$ cat src/inc/acr_pkg.sv
// package: register map, field layout, reset values and types for the amplifier control register bank
package acr_pkg;

  // register offsets
  localparam logic [7:0] OFS_IDENTITY = 8'h00;
  localparam logic [7:0] OFS_SYS_CTRL = 8'h01;
  localparam logic [7:0] OFS_BAT_GUARD = 8'h02;
  localparam logic [7:0] OFS_STEP_UP_V = 8'h03;
  localparam logic [7:0] OFS_CUR_LIMIT = 8'h04;
  localparam logic [7:0] OFS_GAIN = 8'h05;
  localparam logic [7:0] OFS_LVL3_POWER = 8'h06;
  localparam logic [7:0] OFS_LVL3_TIMING = 8'h07;
  localparam logic [7:0] OFS_LVL2_CFG = 8'h08;
  localparam logic [7:0] OFS_LVL1_CFG = 8'h09;
  localparam logic [7:0] OFS_LAST = 8'h09;

  // identity value is arbitrary; writing the key restores all defaults
  localparam logic [7:0] IDENTITY_VALUE = 8'h5C;
  localparam logic [7:0] SOFT_RESET_KEY = 8'hAA;

  // reset values, index = offset (entry 0 unused)
  localparam logic [7:0] REG_DEFAULT [0:9] = '{8'h00, 8'h03, 8'h28, 8'h05, 8'h04,
                                               8'h02, 8'h03, 8'h52, 8'h26, 8'h02};
  // writable bits; all others keep their default value
  localparam logic [7:0] REG_WMASK [0:9] = '{8'h00, 8'h07, 8'h1F, 8'h07, 8'h07,
                                             8'h0F, 8'h0F, 8'hFC, 8'hFC, 8'h07};

  // system control bit positions
  localparam int SYS_SOFT_EN_BIT = 2;
  localparam int SYS_STAGE_EN_BIT = 1;
  localparam int SYS_BOOST_EN_BIT = 0;

  // fixed upper five bits of the slave address, strap pins give the low two
  localparam logic [4:0] SLAVE_ADDR_PREFIX = 5'h16;
  localparam logic [3:0] BITS_PER_BYTE = 4'h8;

  // serial slave states
  typedef enum logic [3:0] {
    ST_IDLE,
    ST_ADDR,
    ST_ADDR_ACK,
    ST_REG,
    ST_REG_ACK,
    ST_WDATA,
    ST_WDATA_ACK,
    ST_RDATA,
    ST_RDATA_ACK
  } acr_state_t;

  // decoded configuration handed to the analog blocks
  typedef struct packed {
    logic chip_soft_enable;
    logic output_stage_enable;
    logic boost_enable;
    logic output_stage_run;
    logic step_up_run;
    logic [1:0] battery_guard_threshold;
    logic battery_guard_soft_enable;
    logic [1:0] battery_guard_max_level;
    logic [2:0] step_up_voltage_sel;
    logic [2:0] coil_current_limit;
    logic [3:0] output_stage_gain;
    logic [3:0] level_ctrl_three_power;
    logic [2:0] level_ctrl_three_release;
    logic [2:0] level_ctrl_three_attack;
    logic [2:0] level_ctrl_two_power;
    logic [2:0] level_ctrl_two_attack;
    logic [1:0] level_ctrl_one_attack;
    logic level_ctrl_one_powerdown;
  } acr_cfg_t;

  // open-drain data pin as two signals
  typedef struct packed {
    logic sda_out;
    logic sda_oe;
  } acr_sda_drv_t;

endpackage

$ cat src/hdl/acr_i2c_regs.sv
// two-wire serial slave with the amplifier configuration register bank
`timescale 1ns/1ps

// Notes on behaviour
// after address with write direction, register address byte is received and acknowledged.
// master restarts by stop then start, or repeated start, before reading.
// address resent with direction bit 1 is acknowledged by the device.
// each read byte carries the eight bits of the addressed register.
// register pointer advances by one after each acknowledge bit of a read.
// master ends a read with a stop condition.
// slave address is 10110 followed by the two strap pin levels.
// offsets above 0x09 are test only; they read zero and ignore writes.
// reading offset 0x00 returns the fixed identity value.
// writing 0xAA to offset 0x00 restores every configuration register default.
// soft enable bit 2 of 0x01, default 0, gates only the output stage run and step-up run outputs.
// stage enable bit 1 and boost bit 0 default 1; boost frozen while enabled.
// offset 0x04 holds a three bit current limit, upper bits zero.
// after address with direction 0, register address byte is taken and acknowledged.
// during writes the target address increments after each data byte.
// master acknowledges read bytes except the last, which it leaves unacknowledged.
// reserved bits of writable registers read their fixed defaults whatever is written.
module acr_i2c_regs (
  // clock and reset
  input wire logic sys_clk,
  input wire logic rst,
  // serial bus pins, data is open drain
  input wire logic scl_in,
  input wire logic sda_in,
  output acr_pkg::acr_sda_drv_t sda_drv,
  // address strap pins
  input wire logic addr_strap_low,
  input wire logic addr_strap_high,
  // configuration to the amplifier
  output acr_pkg::acr_cfg_t cfg,
  output logic bus_busy
);

  // three-stage synchronisers for the pins: scl, sda, strap high, strap low
  logic [3:0] sync1_ff;
  logic [3:0] sync2_ff;
  logic [3:0] sync3_ff;
  logic [3:0] pin_ff;
  logic scl_prev_ff;
  logic sda_prev_ff;

  // serial engine state
  acr_pkg::acr_state_t state_ff;
  logic [3:0] bit_cnt_ff;
  logic [7:0] shift_ff;
  logic [7:0] ptr_ff;
  logic rw_ff;
  logic master_ack_ff;
  logic sda_oe_ff;
  logic busy_ff;

  // register storage, index is the offset
  logic [7:0] regs_ff [1:9];
  acr_pkg::acr_cfg_t cfg_ff;

  // bus events
  logic scl_f;
  logic sda_f;
  logic scl_rise;
  logic scl_fall;
  logic start_cond;
  logic stop_cond;
  logic addr_match;
  logic wr_strobe;
  logic [7:0] wr_data;
  logic [7:0] ptr_next;
  logic [7:0] rd_cur;
  logic [7:0] rd_next;
  logic [7:0] sys_merged;

  // read data for an offset; unmapped offsets read zero
  function automatic logic [7:0] read_reg(input logic [7:0] ofs);
    logic [7:0] val;
    val = 8'h00;
    if (ofs == acr_pkg::OFS_IDENTITY)
      val = acr_pkg::IDENTITY_VALUE;
    else if (ofs <= acr_pkg::OFS_LAST)
      val = regs_ff[ofs[3:0]];
    return val;
  endfunction

  // merge written bits with fixed reserved bits
  function automatic logic [7:0] merge_reg(input logic [3:0] idx, input logic [7:0] wdat);
    logic [7:0] val;
    val = (wdat & acr_pkg::REG_WMASK[idx]) | (acr_pkg::REG_DEFAULT[idx] & ~acr_pkg::REG_WMASK[idx]);
    return val;
  endfunction

  // synchroniser chain, first stage feeds only the second
  always_ff @(posedge sys_clk)
  begin
    if (rst)
    begin
      sync1_ff <= 4'hF;
      sync2_ff <= 4'hF;
      sync3_ff <= 4'hF;
    end
    else
    begin
      sync1_ff <= {scl_in, sda_in, addr_strap_high, addr_strap_low};
      sync2_ff <= sync1_ff;
      sync3_ff <= sync2_ff;
    end
  end

  // a pin level is accepted once stages two and three agree
  always_ff @(posedge sys_clk)
  begin
    if (rst)
      pin_ff <= 4'hF;
    else
    begin
      for (int i = 0; i < 4; i++)
      begin
        if (sync2_ff[i] == sync3_ff[i])
          pin_ff[i] <= sync3_ff[i];
      end
    end
  end

  // previous filtered levels for edge detection
  always_ff @(posedge sys_clk)
  begin
    if (rst)
    begin
      scl_prev_ff <= 1'b1;
      sda_prev_ff <= 1'b1;
    end
    else
    begin
      scl_prev_ff <= pin_ff[3];
      sda_prev_ff <= pin_ff[2];
    end
  end

  // edge and condition decode
  assign scl_f = pin_ff[3];
  assign sda_f = pin_ff[2];
  assign scl_rise = scl_f & ~scl_prev_ff;
  assign scl_fall = ~scl_f & scl_prev_ff;
  assign start_cond = scl_f & scl_prev_ff & sda_prev_ff & ~sda_f;
  assign stop_cond = scl_f & scl_prev_ff & ~sda_prev_ff & sda_f;
  assign addr_match = (shift_ff[7:1] == {acr_pkg::SLAVE_ADDR_PREFIX, pin_ff[1], pin_ff[0]});

  // a data byte is complete at the falling edge after its eighth bit
  assign wr_strobe = (state_ff == acr_pkg::ST_WDATA) && scl_fall && (bit_cnt_ff == acr_pkg::BITS_PER_BYTE);
  assign wr_data = shift_ff;
  assign sys_merged = merge_reg(4'h1, wr_data);

  // read data at the pointer and at the following offset, the latter for burst reloads
  assign ptr_next = ptr_ff + 8'h01;
  always_comb
  begin
    rd_cur = read_reg(ptr_ff);
    rd_next = read_reg(ptr_next);
  end

  // serial state machine
  always_ff @(posedge sys_clk)
  begin
    if (rst)
      state_ff <= acr_pkg::ST_IDLE;
    else if (start_cond)
      state_ff <= acr_pkg::ST_ADDR; // repeated start also lands here
    else if (stop_cond)
      state_ff <= acr_pkg::ST_IDLE;
    else if (scl_fall)
    begin
      case (state_ff)
        acr_pkg::ST_ADDR:
        begin
          if (bit_cnt_ff == acr_pkg::BITS_PER_BYTE)
            state_ff <= addr_match ? acr_pkg::ST_ADDR_ACK : acr_pkg::ST_IDLE;
        end
        acr_pkg::ST_ADDR_ACK:
          state_ff <= rw_ff ? acr_pkg::ST_RDATA : acr_pkg::ST_REG;
        acr_pkg::ST_REG:
        begin
          if (bit_cnt_ff == acr_pkg::BITS_PER_BYTE)
            state_ff <= acr_pkg::ST_REG_ACK;
        end
        acr_pkg::ST_REG_ACK:
          state_ff <= acr_pkg::ST_WDATA;
        acr_pkg::ST_WDATA:
        begin
          if (bit_cnt_ff == acr_pkg::BITS_PER_BYTE)
            state_ff <= acr_pkg::ST_WDATA_ACK;
        end
        acr_pkg::ST_WDATA_ACK:
          state_ff <= acr_pkg::ST_WDATA;
        acr_pkg::ST_RDATA:
        begin
          if (bit_cnt_ff == acr_pkg::BITS_PER_BYTE)
            state_ff <= acr_pkg::ST_RDATA_ACK;
        end
        acr_pkg::ST_RDATA_ACK:
          state_ff <= master_ack_ff ? acr_pkg::ST_RDATA : acr_pkg::ST_IDLE;
        default:
          state_ff <= acr_pkg::ST_IDLE;
      endcase
    end
  end

  // bit counter: counts sampled or sent bits, cleared at each byte boundary
  always_ff @(posedge sys_clk)
  begin
    if (rst || start_cond || stop_cond)
      bit_cnt_ff <= 4'h0;
    else if (scl_rise && state_ff != acr_pkg::ST_IDLE)
      bit_cnt_ff <= bit_cnt_ff + 4'h1;
    else if (scl_fall && bit_cnt_ff == acr_pkg::BITS_PER_BYTE)
      bit_cnt_ff <= 4'h0;
    else if (scl_fall && (state_ff == acr_pkg::ST_ADDR_ACK || state_ff == acr_pkg::ST_REG_ACK ||
                          state_ff == acr_pkg::ST_WDATA_ACK || state_ff == acr_pkg::ST_RDATA_ACK))
      bit_cnt_ff <= 4'h0;
  end

  // shift register: samples on rising edges, reloads and shifts out on falling edges when reading
  always_ff @(posedge sys_clk)
  begin
    if (rst)
      shift_ff <= 8'h00;
    else if (scl_rise && (state_ff == acr_pkg::ST_ADDR || state_ff == acr_pkg::ST_REG ||
                          state_ff == acr_pkg::ST_WDATA))
      shift_ff <= {shift_ff[6:0], sda_f};
    else if (scl_fall && state_ff == acr_pkg::ST_ADDR_ACK && rw_ff)
      shift_ff <= rd_cur;
    else if (scl_fall && state_ff == acr_pkg::ST_RDATA_ACK)
      shift_ff <= rd_next; // pointer advances on this same edge
    else if (scl_fall && state_ff == acr_pkg::ST_RDATA && bit_cnt_ff != 4'h0)
      shift_ff <= {shift_ff[6:0], 1'b0};
  end

  // direction bit of the address byte
  always_ff @(posedge sys_clk)
  begin
    if (rst)
      rw_ff <= 1'b0;
    else if (scl_fall && state_ff == acr_pkg::ST_ADDR && bit_cnt_ff == acr_pkg::BITS_PER_BYTE)
      rw_ff <= shift_ff[0];
  end

  // acknowledge from the master, sampled in the ninth bit of a read byte
  always_ff @(posedge sys_clk)
  begin
    if (rst)
      master_ack_ff <= 1'b0;
    else if (scl_rise && state_ff == acr_pkg::ST_RDATA_ACK)
      master_ack_ff <= ~sda_f;
  end

  // register pointer: loaded from the register address byte, advanced after each data byte acknowledge bit
  always_ff @(posedge sys_clk)
  begin
    if (rst)
      ptr_ff <= 8'h00;
    else if (scl_fall && state_ff == acr_pkg::ST_REG && bit_cnt_ff == acr_pkg::BITS_PER_BYTE)
      ptr_ff <= shift_ff;
    else if (scl_fall && (state_ff == acr_pkg::ST_WDATA_ACK || state_ff == acr_pkg::ST_RDATA_ACK))
      ptr_ff <= ptr_ff + 8'h01; // see R5
  end

  // data pin driver: low for acknowledges, data bits while reading
  always_ff @(posedge sys_clk)
  begin
    if (rst || start_cond || stop_cond)
      sda_oe_ff <= 1'b0;
    else if (scl_fall)
    begin
      case (state_ff)
        acr_pkg::ST_ADDR:
          sda_oe_ff <= (bit_cnt_ff == acr_pkg::BITS_PER_BYTE) && addr_match; // see R3
        acr_pkg::ST_REG:
          sda_oe_ff <= (bit_cnt_ff == acr_pkg::BITS_PER_BYTE);
        acr_pkg::ST_WDATA:
          sda_oe_ff <= (bit_cnt_ff == acr_pkg::BITS_PER_BYTE);
        acr_pkg::ST_ADDR_ACK:
          sda_oe_ff <= rw_ff && !rd_cur[7];
        acr_pkg::ST_RDATA:
          sda_oe_ff <= (bit_cnt_ff != acr_pkg::BITS_PER_BYTE) && !shift_ff[6];
        acr_pkg::ST_RDATA_ACK:
          sda_oe_ff <= master_ack_ff && !rd_next[7];
        default:
          sda_oe_ff <= 1'b0;
      endcase
    end
  end

  // transaction in progress between start and stop
  always_ff @(posedge sys_clk)
  begin
    if (rst || stop_cond)
      busy_ff <= 1'b0;
    else if (start_cond)
      busy_ff <= 1'b1;
  end

  // register writes; identity write of the key restores defaults
  always_ff @(posedge sys_clk)
  begin
    if (rst)
    begin
      for (int i = 1; i <= 9; i++)
        regs_ff[i] <= acr_pkg::REG_DEFAULT[i];
    end
    else if (wr_strobe)
    begin
      if (ptr_ff == acr_pkg::OFS_IDENTITY)
      begin
        if (wr_data == acr_pkg::SOFT_RESET_KEY)
        begin
          for (int i = 1; i <= 9; i++)
            regs_ff[i] <= acr_pkg::REG_DEFAULT[i];
        end
      end
      else if (ptr_ff == acr_pkg::OFS_SYS_CTRL)
      begin
        // boost bit held while the chip is soft enabled
        if (regs_ff[1][acr_pkg::SYS_SOFT_EN_BIT])
          regs_ff[1] <= {sys_merged[7:1], regs_ff[1][acr_pkg::SYS_BOOST_EN_BIT]};
        else
          regs_ff[1] <= sys_merged; // see R11
      end
      else if (ptr_ff <= acr_pkg::OFS_LAST)
        regs_ff[ptr_ff[3:0]] <= merge_reg(ptr_ff[3:0], wr_data); // see R13
      // offsets above the last are ignored
    end
  end

  // configuration outputs, registered from the bank
  always_ff @(posedge sys_clk)
  begin
    if (rst)
      cfg_ff <= '0;
    else
    begin
      cfg_ff.chip_soft_enable <= regs_ff[1][acr_pkg::SYS_SOFT_EN_BIT];
      cfg_ff.output_stage_enable <= regs_ff[1][acr_pkg::SYS_STAGE_EN_BIT];
      cfg_ff.boost_enable <= regs_ff[1][acr_pkg::SYS_BOOST_EN_BIT];
      // blocks run only while soft enabled
      cfg_ff.output_stage_run <= regs_ff[1][acr_pkg::SYS_SOFT_EN_BIT] &
                                 regs_ff[1][acr_pkg::SYS_STAGE_EN_BIT];
      cfg_ff.step_up_run <= regs_ff[1][acr_pkg::SYS_SOFT_EN_BIT] &
                            regs_ff[1][acr_pkg::SYS_BOOST_EN_BIT];
      cfg_ff.battery_guard_threshold <= regs_ff[2][4:3];
      cfg_ff.battery_guard_soft_enable <= regs_ff[2][2];
      cfg_ff.battery_guard_max_level <= regs_ff[2][1:0];
      cfg_ff.step_up_voltage_sel <= regs_ff[3][2:0];
      cfg_ff.coil_current_limit <= regs_ff[4][2:0];
      cfg_ff.output_stage_gain <= regs_ff[5][3:0];
      cfg_ff.level_ctrl_three_power <= regs_ff[6][3:0];
      cfg_ff.level_ctrl_three_release <= regs_ff[7][7:5];
      cfg_ff.level_ctrl_three_attack <= regs_ff[7][4:2];
      cfg_ff.level_ctrl_two_power <= regs_ff[8][7:5];
      cfg_ff.level_ctrl_two_attack <= regs_ff[8][4:2];
      cfg_ff.level_ctrl_one_attack <= regs_ff[9][2:1];
      cfg_ff.level_ctrl_one_powerdown <= regs_ff[9][0];
    end
  end

  // output drive; data pin only ever pulls low
  assign sda_drv = {1'b0, sda_oe_ff};
  assign cfg = cfg_ff;
  assign bus_busy = busy_ff;

endmodule // acr_i2c_regs

$ cat config.mk
export PLATFORM = sky130hd
export DESIGN_NAME = acr_i2c_regs
export DESIGN_NICKNAME = d
export VERILOG_FILES = /design/src/inc/acr_pkg.sv /design/src/hdl/acr_i2c_regs.sv
export SDC_FILE = /design/constraint.sdc
export NUM_CORES = 1
export LEC_CHECK = 0
export BUFFER_PORTS_ARGS = -buffer_cell sky130_fd_sc_hd__buf_2
export CAP_MARGIN = 20
export CORE_MARGIN = 5
export CORE_UTILIZATION = 60
export CTS_CLUSTER_DIAMETER = 50
export DETAILED_ROUTE_END_ITERATION = 16
export GPL_ROUTABILITY_DRIVEN = 0
export PLACE_DENSITY = 0.82
export SETUP_SLACK_MARGIN = 0.3
export SYNTH_ARGS = -nofsm -noshare
export SYNTH_HDL_FRONTEND = slang
export SYNTH_SLANG_ARGS = --single-unit
$ cat constraint.sdc
create_clock -name sys_clk -period 4.3 [get_ports sys_clk]
set_input_delay 0.86 -clock sys_clk [delete_from_list [all_inputs] [get_ports sys_clk]]
set_output_delay 0.86 -clock sys_clk [all_outputs]
set_load 0.05 [all_outputs]
# ---- Yosys cells after proc, flatten, opt, wreduce, memory -nomap -nowiden
# Memories as Yosys holds them, arrays and structs flattened. A register that Yosys moved wholly into a read port is not among the register bits.
# Cells that the tools add are included.
dict set report classes {
  n_addsub 2
  n_lt_le_gt_ge 3
  n_eq_ne 25
  n_mux 70
  bitwise 29
  reduce_logical 47
}
# op count
set ops {}
lappend ops {{two-way mux 8 bit} 26}
lappend ops {{two-way mux 4 bit} 10}
lappend ops {{two-way mux 1 bit} 29}
lappend ops {{case mux 4 bit (7 select lines)} 1}
lappend ops {{logical AND 1 bit} 21}
lappend ops {{bitwise AND 8 bit} 2}
lappend ops {{== test 4 x 3 -> 1 bit (second input constant)} 4}
lappend ops {{less-or-equal comparator 8 x 4 -> 1 bit (second input constant)} 2}
lappend ops {{logical NOT 8 bit} 2}
lappend ops {{!= test 4 x 3 -> 1 bit (second input constant)} 3}
lappend ops {{nonzero test 4 bit} 3}
lappend ops {{OR 1 bit} 11}
lappend ops {{AND reduction 5 bit} 2}
lappend ops {{bitwise AND 1 bit} 9}
lappend ops {{logical OR 1 bit} 9}
lappend ops {{adder 8 x 1 -> 8 bit (second input constant)} 1}
lappend ops {{== test 4 x 2 -> 1 bit (second input constant)} 2}
lappend ops {{== test 4 bit (second input constant)} 2}
lappend ops {{== test 8 x 1 -> 1 bit (second input constant)} 1}
lappend ops {{== test 8 bit (second input constant)} 1}
lappend ops {{!= test 4 bit (second input constant)} 2}
lappend ops {{NOT 8 bit} 1}
lappend ops {{OR 8 bit} 1}
lappend ops {{OR reduction 8 bit} 1}
lappend ops {{other kinds (17)} 30}
dict set report totals {
  ff_bits 51
  mem_bits_rw 72
  romBits 256
  inputBits 6
  output_inout_bits 42
  wordCells 202
  memories 3
}
# name depth width rd rd_ports_with_merged_regs write_ports line_no
set memory_table {}
lappend memory_table {{(name not given)} 16 8 1 0 0 acr_i2c_regs.sv:89} ;# val = (wdat & acr_pkg::REG_WMASK[idx]) | (acr_pkg::REG_DEFAULT[idx] & ~acr_pkg::REG_WMASK[idx]);
lappend memory_table {{(name not given)} 16 8 1 0 0 acr_i2c_regs.sv:89}
lappend memory_table {regs_ff 9 8 11 9 9 acr_i2c_regs.sv:57} ;# logic [7:0] regs_ff [1:9];

# ---- Depth between registers and ports, before layout
# Gate-level depths: netlist of the first run.
dict set report depth {
  word_depth 11
  depth_mapped 13
  mapped_depth_nobuf 8
}

# ---- Worst setup path after synthesis of the first run
# Ideal clock, no wire load.
dict set report synth_path {
  path_kind {reg2reg}
  from {register ptr_ff[0]}
  to {register shift_ff[1]}
  setup_ns 0.129
  arrival_time_ns 2.940
  required_time_ns 4.171
  setup_slack_ns 1.231
  stages_incl_launch_ff 12
  n_path_buf 5
  synth_period_minus_slack_ns 3.069
  path_cell_list {dfxtp_1 buf_4 buf_2 buf_2 inv_1 ha_1 buf_2 clkbuf_1 mux4_2 mux4_2 nand2_1 a311oi_1}
}
dict set report synth_via {
  elab_chain_len 7
  elab_cells_between_ends 13
  classes_between {add/sub (1); order compare (2); mux (7); reduce/logical (2); memory (1)}
}
# item line_no
set synth_rtl {}
lappend synth_rtl {{start: declaration} acr_i2c_regs.sv:50} ;# logic [7:0] ptr_ff;
lappend synth_rtl {{start signal: assignment} acr_i2c_regs.sv:262} ;# ptr_ff <= shift_ff;
lappend synth_rtl {{start signal: assignment} acr_i2c_regs.sv:264} ;# ptr_ff <= ptr_ff + 8'h01;
lappend synth_rtl {{adder 8 x 1 -> 8 bit} acr_i2c_regs.sv:155} ;# assign ptr_next = ptr_ff + 8'h01;
lappend synth_rtl {{less-or-equal comparator 8 x 4 -> 1 bit / memory (9 x 8 bit) (equally long branches)} --}
lappend synth_rtl {{two-way mux 8 bit} acr_i2c_regs.sv:81} ;# else if (ofs <= acr_pkg::OFS_LAST)
lappend synth_rtl {{two-way mux 8 bit} acr_i2c_regs.sv:79} ;# if (ofs == acr_pkg::OFS_IDENTITY)
lappend synth_rtl {{two-way mux 8 bit} acr_i2c_regs.sv:232} ;# else if (scl_fall && state_ff == acr_pkg::ST_RDATA_ACK)
lappend synth_rtl {{two-way mux 8 bit *} acr_i2c_regs.sv:230} ;# else if (scl_fall && state_ff == acr_pkg::ST_ADDR_ACK && rw_ff)
lappend synth_rtl {{two-way mux 8 bit *} acr_i2c_regs.sv:227} ;# else if (scl_rise && (state_ff == acr_pkg::ST_ADDR || state_ff == acr_pkg::ST_REG ||
lappend synth_rtl {{end signal: assignment} acr_i2c_regs.sv:229} ;# shift_ff <= {shift_ff[6:0], sda_f};
lappend synth_rtl {{end signal: assignment} acr_i2c_regs.sv:231} ;# shift_ff <= rd_cur;
lappend synth_rtl {{end signal: assignment} acr_i2c_regs.sv:233} ;# shift_ff <= rd_next;
lappend synth_rtl {{end: declaration} acr_i2c_regs.sv:49} ;# logic [7:0] shift_ff;
# Every way passes the cells marked *; elsewhere a longest branch is shown, timed or not.
# A chain may end at the register's enable or synchronous reset.

==> results of run 1 <==
-- cell type report --
type                    count  area (um2)
multi-input cells         596        4500
flip-flops and latches    217        5630
fillers                  1219        5370
repair buffers             60         355
clock inverters            10         103
well taps                 225         282
clock buffers              34         744
inverters                  20        75.1
-- per-stage QoR --
step,util,hold WS (ns)
2_1_floorplan,-,0.389
3_3_place_gp,0.634,0.394
3_5_place_dp,0.634,0.394
4_1_cts,0.684,0.408
5_1_grt,0.685,0.424
6_report,0.685,0.408
-- per-layer routing --
| layer | vias to the layer above | track usage | part of all wire |
|---|---|---|---|
| li1 | 3220 | - | - |
| met1 | 3509 | 0.340 | 0.36 |
| met2 | 507 | 0.417 | 0.47 |
| met3 | 109 | 0.0678 | 0.12 |
| met4 | 0 | 0.0882 | 0.043 |
| met5 | - | 0 | 0 |
-- kinds of logic after synthesis --
group / synth area share
AO/OA/AOI/OAI: 0.0835
other: 0.000364
flip-flops: 0.546
adder cells (fa/ha/maj): 0.00971
AND/OR/NAND/NOR: 0.164
buffers and inverters: 0.0338
multiplexers: 0.159
XOR/XNOR: 0.00425
-- state kept, by name (all words and copies together), names as in the netlist, 4 cells and up, named ones only --
signal      cells
cfg            39
state_ff        4
sync1_ff        4
bit_cnt_ff      4
sync2_ff        4
shift_ff        8
regs_ff       128
sync3_ff        4
pin_ff          4
ptr_ff          8
-- power by group through the flow --
stage / Combinational, mW / Clock (mW) / Sequential [mW]
6_report: 0.208 / 2.12 / 2.33
5_1_grt: 0.221 / 2.25 / 2.33
4_1_cts: 0.206 / 2.15 / 2.32
3_5_place_dp: 0.205 / 0 / 2.36
3_3_place_gp: 0.201 / 0 / 2.36
2_1_floorplan: 0.0948 / 0 / 2.40
-- critical path, cell delays in order (launching register included) --
cell      delay (ns)
dfxtp_2         0.33
buf_4           0.31
inv_1           0.18
ha_1            0.37
nand2b_1        0.18
nor2_1          0.08
nand2_1         0.14
nor4_1          0.05
a21oi_1         0.82
nand2_1         0.52
-- path summary, 6_finish.rpt --
| kind | start | endpoint | cells after the start |
|---|---|---|---|
| worst max-delay path | ptr_ff[0] | regs_ff[1][6] | 9 |
| worst min-delay path | sync1_ff[0] | sync2_ff[0] | 1 |
| worst max register to register | ptr_ff[0] | regs_ff[1][6] | 9 |
| worst min register to register | sync1_ff[0] | sync2_ff[0] | 1 |
-- placed cells by master, fill, tap and decap left out, drive strengths merged, types with 20 or more instances in the layout --
master | synthesis | final
a21oi | 46 | 46
buf | 35 | 60
clkbuf | 21 | 34
conb | 1 | 46
dfxtp | 89 | 89
edfxtp | 128 | 128
inv | 20 | 25
mux2i | 23 | 23
mux4 | 62 | 62
nand2 | 68 | 68
nor2 | 103 | 103
nor2b | 45 | 45
o21ai | 20 | 20
==> results.py, run 1 <==
metrics = {
    "setup_path": {
        "critPathArrivalTime_ns": 3.49,
        "ff2ff_setup_slack_ns": 0.93,
        "crit_path_start_kind": "flip-flop",
        "crit_required_ns": 4.43,
        "worstSetupPathType": "flip-flop to flip-flop",
        "critical_path.endpoint_type": "flip-flop",
        "cp_max_fo": 22,
    },
    "cts": {
        "htree_levels": 1,
        "cts_root_buf": "clkbuf_16",
        "clock_latency_ns": 0.51,
        "cts_resized": 0,
        "post_cts.repair.setup_buffers": 0,
        "cts_made_buffers": 24,
        "cts.clk_slew.worst_paths_ns": 0.06,
        "clockBufferDepth": 3,
        "cts_tree": "done",
        "cts.sinks": 217,
        "cts_hold_buffers": 0,
    },
    "placed_design": {
        "dp.cells": 1117,
        "placed_area_um2": 10800,
        "pre_cts_slack_ns": 1.07,
        "dp_hpwl_um": 18000,
        "port_buffers": 46,
    },
    "floorplanning": {
        "initial_utilization": 0.604,
        "die_h_um": 141,
        "rows": 48,
        "pin_count": 48,
        "core_um2": 17100,
        "die_area_um2": 19900,
        "die_w_um": 141,
    },
    "final_layout": {
        "n_antenna_cell": 0,
        "layout.cells.non_filler": 1162,
        "design_area_um2": 11700,
        "nets": 933,
        "area_growth_pct": 13.4,
        "drive_above_1_share": 0.212,
    },
    "worst_hold_path": {
        "holdCritPathClass": "flip-flop to flip-flop",
    },
    "detailed_routing": {
        "drt_iter0_drc": 927,
        "vias": 7345,
        "dr.pass1.iters": 7,
        "routed_wl_um": 25600,
        "viasPerCell": 6.32,
        "antenna_left": 0,
        "routedWlPerCell_um": 22.0,
        "drc_errors": 0,
    },
    "logic_synthesis": {
        "yosys.area.top_type": "edfxtp_1",
        "synth-seq-cells": 217,
        "ys_seq_area_frac": 0.546,
        "synth_area_um2": 10300,
        "yosysWarnings": 0,
        "ys_async_sr_fraction": 0,
        "synth_top_cell_area_share": 0.373,
        "synth.most_common_cell": "edfxtp_1",
        "synth_cell_types": 72,
        "synth_flop_cell": "edfxtp_1",
        "synthTopCellsByCount": "edfxtp_1, nor2_1, dfxtp_1",
        "synth.avg_cell_area_um2": 12.2,
        "synth_area_leaders": "edfxtp_1, dfxtp_1, mux4_2, nor2_1, nor2b_1",
        "synth-edff-count": 128,
        "synth_cells": 844,
    },
    "timing": {
        "worst_slew_pin_slew_ns": 1.04,
        "fin_ws_ns": 0.934,
        "setup_violations": 0,
        "slew_headroom": 0.305,
        "hold_viol": 0,
        "tns_ns": 0,
        "timing.fmax_ghz": 0.297,
        "fin_crit_sh": 0.783,
        "drv_slew": 0,
        "finalClockSkew_ns": 0.00961,
        "layout_min_cycle_time_ns": 3.37,
        "rsz0062_at_grt": "false",
    },
    "global_routing": {
        "grt_pass1_wl_um": 40000,
        "grt_pass1_vias": 7083,
        "grt_overflow": 0,
        "antenna_found_initial": 0,
        "grt_max_degree": 78,
        "track_usage": 0.257,
    },
    "power_and_ir_drop": {
        "p_total_mw": 4.66,
        "comb_power_share": 0.045,
        "power_leakage_nw": 4.06,
        "powerDensity_nw_per_um2": 398,
        "p_switching_mw": 1.03,
        "ir_worst_vdd_mv": 0.480,
        "switching_share": 0.222,
        "internal_power_mw": 3.62,
        "power_frac_clock": 0.456,
        "power.sequential.fraction": 0.499,
    },
    "status": {
        "run_status": "complete, no violations",
    },
    "run": {
        "max_cap_viol_count": 0,
    },
}
No activity file was read; power rests on OpenSTA's default activity.
==> run 2: changes to the inputs <==
- CORE_UTILIZATION: 60 -> 56
- PLACE_DENSITY: 0.82 -> 0.81
- clock period: 4.3 -> 3 ns (I/O delays scaled with it)
==> run 2 against run 1 <==
Compared with the run above: setup slack worse by 0.51 ns; combinational power is 44% higher; core utilization is 2.8 points lower; clock-buffer cell count is 2 higher; worst hold slack worse by 0.14 ns; first-iteration DRC count is 1.7% higher; critical endpoint is now shift_ff[7].
==> results.py, run 2 (synthesized netlist as in run 1, its figures left out) <==
metrics = {
    "floorplanning": {
        "core_um2": 18000,
        "rows": 49,
        "pin_count": 48,
        "die_area_um2": 21200,
        "die_w_um": 146,
        "initial_utilization": 0.572,
        "die_h_um": 146,
    },
    "timing": {
        "rsz0062_at_grt": "true",
        "fin_ws_ns": 0.423,
        "layout_min_cycle_time_ns": 2.58,
        "drv_slew": 0,
        "timing.fmax_ghz": 0.388,
        "slew_headroom": 0.477,
        "worst_slew_pin_slew_ns": 0.784,
        "tns_ns": 0,
        "finalClockSkew_ns": 0.0155,
        "hold_viol": 0,
        "setup_violations": 0,
        "fin_crit_sh": 0.859,
    },
    "detailed_routing": {
        "drt_iter0_drc": 943,
        "antenna_left": 0,
        "viasPerCell": 6.18,
        "vias": 7406,
        "drc_errors": 0,
        "routed_wl_um": 25500,
        "routedWlPerCell_um": 21.3,
        "dr.pass1.iters": 7,
    },
    "power_and_ir_drop": {
        "power_frac_clock": 0.430,
        "p_total_mw": 6.37,
        "switching_share": 0.221,
        "internal_power_mw": 4.96,
        "powerDensity_nw_per_um2": 537,
        "power.sequential.fraction": 0.523,
        "p_switching_mw": 1.41,
        "comb_power_share": 0.047,
        "power_leakage_nw": 4.16,
        "ir_worst_vdd_mv": 0.469,
    },
    "final_layout": {
        "final_common_cell": "edfxtp_1",
        "area_growth_pct": 15.0,
        "drive_above_1_share": 0.244,
        "largest_reg_flops": 128,
        "utilization": 0.658,
        "nets": 966,
        "layout.cells.non_filler": 1198,
        "layout_common_cells": "edfxtp_1, nor2_1, dfxtp_1, nand2_1, mux4_2",
        "largest_register": "regs_ff",
        "n_antenna_cell": 0,
    },
    "cts": {
        "cts_made_buffers": 23,
        "cts_tree": "done",
        "cts.sinks": 217,
        "htree_levels": 1,
        "cts_hold_buffers": 0,
        "clockBufferDepth": 3,
        "cts_root_buf": "clkbuf_16",
        "clock_latency_ns": 0.51,
        "cts.clk_slew.worst_paths_ns": 0.06,
    },
    "setup_path": {
        "r2r_start": "ptr_ff[0]",
        "crit_required_ns": 3.37,
        "cpMaxStageDelayCell": "ha_1",
        "crit_path_start_kind": "flip-flop",
        "worstSetupPathType": "flip-flop to flip-flop",
        "critPathCapture": "shift_ff[7]",
        "crit_chain": "buf_6 > ha_1 > ha_1 > mux4_2 > a221oi_1 > a31oi_2 > a221oi_2 > a2111oi_2",
        "r2r-end": "shift_ff[7]",
        "ff2ff_setup_slack_ns": 0.42,
        "startpoint": "ptr_ff[0]",
        "max_stage_delay_ns": 0.44,
        "r2r_cells": 8,
        "crit_top_cell": "ha_1",
        "cp_max_fo": 17,
        "critical_path.endpoint_type": "flip-flop",
        "critPathArrivalTime_ns": 2.94,
    },
    "global_routing": {
        "grt_pass1_vias": 7150,
        "grt_overflow": 0,
        "grt_pass1_wl_um": 39900,
        "grt_use_met3": 0.0498,
        "antenna_found_initial": 0,
        "grt_use_met1": 0.312,
        "use_met2": 0.390,
        "busiest_layer": "met2",
        "track_usage": 0.235,
        "grt_max_degree": 77,
    },
    "status": {
        "run_status": "complete, no violations",
    },
    "placed_design": {
        "port_buffers": 46,
        "pre_cts_slack_ns": 0.327,
        "dp_hpwl_um": 18600,
        "dp.cells": 1155,
    },
    "run": {
        "max_cap_viol_count": 0,
    },
    "worst_hold_path": {
        "holdCritPathClass": "input pin to flip-flop",
    },
}
run 2: stage by stage:
step	cell area, um2	hold WS [ns]
4_1_cts	11800	0.252
6_report	11900	0.269
3_5_place_dp	11100	0.395
3_3_place_gp	11100	0.393
2_1_floorplan	10500	0.389
5_1_grt	11900	0.257
run 2: worst min-delay path by stage:
stage / startpoint / slack, ns / end / cells past startpoint
5_1_grt: addr_strap_low / 0.26 / sync1_ff[0] / 2
3_5_place_dp: sync1_ff[1] / 0.40 / sync2_ff[1] / 1
2_1_floorplan: sync1_ff[0] / 0.39 / sync2_ff[0] / 1
3_3_place_gp: sync1_ff[1] / 0.39 / sync2_ff[1] / 1
4_1_cts: sda_in / 0.25 / sync1_ff[2] / 2
6_report: sda_in / 0.27 / sync1_ff[2] / 2
run 2: layout make-up:
cell class              count  area (um2)
clock inverters             6        42.5
inverters                  20        75.1
repair buffers             94         594
fillers                  1343        6170
flip-flops and latches    217        5630
clock buffers              36         696
multi-input cells         596        4530
well taps                 229         287
run 2: power groups by stage:
stage	clock network, mW	logic [mW]	registers [mW]
after floorplan	0	0.136	3.44
after global placement	0	0.288	3.38
after detailed placement	0	0.294	3.39
after CTS	2.78	0.296	3.33
after global routing	2.91	0.316	3.33
final	2.74	0.299	3.33
run 2: repair_timing:
item | 4_1_cts | 5_1_grt
buffers inserted | 0 | 1
setup endpoints to repair | 0 | 78
resized for setup | 0 | 10
run 2: worst max-delay path: cells and delay by family, from the launching register on:
kind	cells	cell delay, ns
adders and majority gates	2	0.72
buffers and inverters	1	0.18
AOI/OAI and AO/OA	4	0.82
muxes	1	0.36
DFF	1	0.34
run 2: per-layer routing:
layer  part of all wire  up-vias
met5                  0        -
met4              0.036        0
met3              0.098      101
met2               0.48      442
met1               0.38     3568
li1                   -     3295
==> run 3: changes to the inputs <==
- ABC_AREA: unset -> 1
- CORE_UTILIZATION: 56 -> 58
- CTS_BUF_LIST: unset -> sky130_fd_sc_hd__clkbuf_8
- PLACE_DENSITY: 0.81 -> 0.83
- SLEW_MARGIN: unset -> 0
==> run 3 against run 2 <==
Compared with the run above: maximum frequency fell by 2.3%; power shrank 3.8%; setup slack worse by 0.060 ns; clock skew rose by 0.0036 ns; sequential power fell by 2%; first-iteration DRC count grew 60%; sequential cell count is the same; clock power shrank 7%; largest cell class unchanged; highest routed layer unchanged.
==> results.py, run 3 <==
metrics = {
    "logic_synthesis": {
        "synth_top_cell_area_share": 0.365,
        "synth.avg_cell_area_um2": 8.32,
        "yosysWarnings": 0,
        "synth-seq-cells": 217,
        "ys_seq_area_frac": 0.534,
        "synth_flop_cell": "edfxtp_1",
        "synthTopCellsByCount": "nand2_1, nor2_1, edfxtp_1",
        "synth_cells": 1266,
        "ys_async_sr_fraction": 0,
        "synth-edff-count": 128,
        "synth_area_leaders": "edfxtp_1, dfxtp_1, nand2_1, nor2_1, a21oi_1",
        "synth.most_common_cell": "nand2_1",
        "yosys.area.top_type": "edfxtp_1",
        "synth_area_um2": 10500,
        "synth_cell_types": 49,
    },
    "floorplanning": {
        "die_area_um2": 21000,
        "initial_utilization": 0.589,
        "pin_count": 48,
        "rows": 49,
        "die_h_um": 145,
        "die_w_um": 145,
        "core_um2": 17900,
    },
    "setup_path": {
        "cp_max_fo": 64,
        "crit_path_start_kind": "flip-flop",
        "crit_required_ns": 3.38,
        "worstSetupPathType": "flip-flop to flip-flop",
        "critPathArrivalTime_ns": 3.02,
        "critical_path.endpoint_type": "flip-flop",
    },
    "placed_design": {
        "dp.cells": 1544,
        "dp_hpwl_um": 20400,
        "port_buffers": 46,
        "placed_area_um2": 11100,
    },
    "timing": {
        "slew_headroom": 0.326,
        "rsz0062_at_grt": "true",
        "setup_violations": 0,
        "fin_crit_sh": 0.879,
        "timing.fmax_ghz": 0.379,
        "tns_ns": 0,
        "worst_slew_pin_slew_ns": 1.01,
        "layout_min_cycle_time_ns": 2.64,
        "hold_viol": 0,
        "finalClockSkew_ns": 0.0191,
        "drv_slew": 0,
    },
    "global_routing": {
        "grt_overflow": 0,
        "grt_use_met1": 0.374,
        "track_usage": 0.290,
        "busiest_layer": "met2",
        "antenna_found_initial": 0,
        "grt_pass1_vias": 8986,
        "use_met2": 0.452,
        "grt_pass1_wl_um": 47300,
        "grt_use_met3": 0.0641,
        "grt_max_degree": 82,
    },
    "cts": {
        "cts.sinks": 217,
        "cts_hold_buffers": 0,
        "clockBufferDepth": 3,
        "htree_levels": 2,
        "cts_root_buf": "clkbuf_8",
        "cts.clk_slew.worst_paths_ns": 0.07,
        "cts_tree": "done",
        "clock_latency_ns": 0.53,
        "cts_made_buffers": 36,
    },
    "status": {
        "run_status": "complete, no violations",
    },
    "final_layout": {
        "layout_common_cells": "nand2_1, nor2_1, inv_1, edfxtp_1, a21oi_1",
        "largest_register": "regs_ff",
        "utilization": 0.666,
        "final_common_cell": "nand2_1",
        "nFillCells": 1439,
        "area_growth_pct": 13.2,
        "layout.cells.non_filler": 1611,
        "n_antenna_cell": 0,
        "drive_above_1_share": 0.139,
        "nets": 1369,
        "design_area_um2": 11900,
        "largest_reg_flops": 128,
        "multi_input_area_um2": 4320,
        "register_area_um2": 5630,
    },
    "detailed_routing": {
        "dr.pass1.iters": 7,
        "drc_errors": 0,
        "drt_iter0_drc": 1506,
        "routed_wl_um": 30400,
        "antenna_left": 0,
        "routedWlPerCell_um": 18.9,
        "viasPerCell": 6.05,
        "vias": 9752,
    },
    "power_and_ir_drop": {
        "power_leakage_nw": 4.97,
        "powerDensity_nw_per_um2": 513,
        "ir_worst_vdd_mv": 0.426,
    },
    "run": {
        "max_cap_viol_count": 0,
    },
    "worst_hold_path": {
        "holdCritPathClass": "input pin to flip-flop",
    },
}
run 3: cell types whose count changed after synthesis, sizes merged, moves of 16 or more:
| cell | delta |
|---|---|
| nand2 | +145 |
| inv | +120 |
| nand3 | +103 |
| o21ai | +100 |
| a21oi | +77 |
| nor2 | +73 |
| mux4 | -62 |
| nor2b | -45 |
| mux2i | -23 |
| clkbuf | +16 |
run 3: worst max-delay path: stages, from the launching register on:
cell and delay (ns):
dfxtp_2 0.38, inv_2 0.09, buf_8 0.35, ha_1 0.43, inv_1 0.14, o22ai_1 0.17
nand2_1 0.07, o21ai_1 0.32, inv_1 0.32, nor2_1 0.19
run 3: layer usage:
| metal | wire length (um) | part of all wire |
|---|---|---|
| met2 | 13900 | 0.46 |
| met5 | 0 | 0 |
| met1 | 10800 | 0.36 |
| met4 | 1850 | 0.061 |
| met3 | 3850 | 0.13 |
run 3: stage by stage:
step / hold WS, ns / total power, mW / setup slack [ns]
2_1_floorplan: 0.389 / 3.54 / 0.295
3_3_place_gp: 0.392 / 3.62 / 0.267
3_5_place_dp: 0.397 / 3.63 / 0.228
4_1_cts: 0.237 / 6.13 / 0.307
5_1_grt: 0.233 / 6.32 / 0.200
6_report: 0.256 / 6.12 / 0.363
run 3: cell type report:
type,count,share of cell area
Sequential cell,217,0.472
Multi-Input combinational cell,888,0.362
Clock buffer,45,0.0519
Inverter,142,0.0452
Timing Repair Buffer,70,0.0378
Tap cell,229,0.0240
Clock inverter,20,0.00703
run 3: timing repair:
item / 4_1_cts / 5_1_grt
pin swaps: 0 / 1
resized for setup: 3 / 22
setup endpoints to repair: 16 / 110
setup buffers: 0 / 2
run 3: path summary, 6_finish.rpt:
path / startpoint / slack (ns) / end / cells after the start
setup / recovery: ptr_ff[0] / 0.36 / regs_ff[2][0] / 9
hold / removal: sda_in / 0.26 / sync1_ff[2] / 2
setup reg to reg: ptr_ff[0] / 0.36 / regs_ff[2][0] / 9
hold reg to reg: sync1_ff[3] / 0.41 / sync2_ff[3] / 1
run 3: power by group:
part | total, mW | internal (mW) | switching [mW]
clock | 2.54 | 1.35 | 1.19
sequential | 3.28 | 3.24 | 0.0458
combinational | 0.300 | 0.0685 | 0.231
total | 6.12 | 4.66 | 1.46
run 3: kinds of logic (layout without fill, tap and decap cells):
kind of cell               count (synthesis)  count (layout)  synth area share
other                                      1              46          0.000356
xor gates and xnor gates                   1               1          0.000831
and+or+nand+nor                          551             551             0.233
DFF                                      217             217             0.534
AOI/OAI and AO/OA                        282             282             0.143
adders and majority gates                  8               8           0.00950
buffers and inverters                    206             277            0.0790
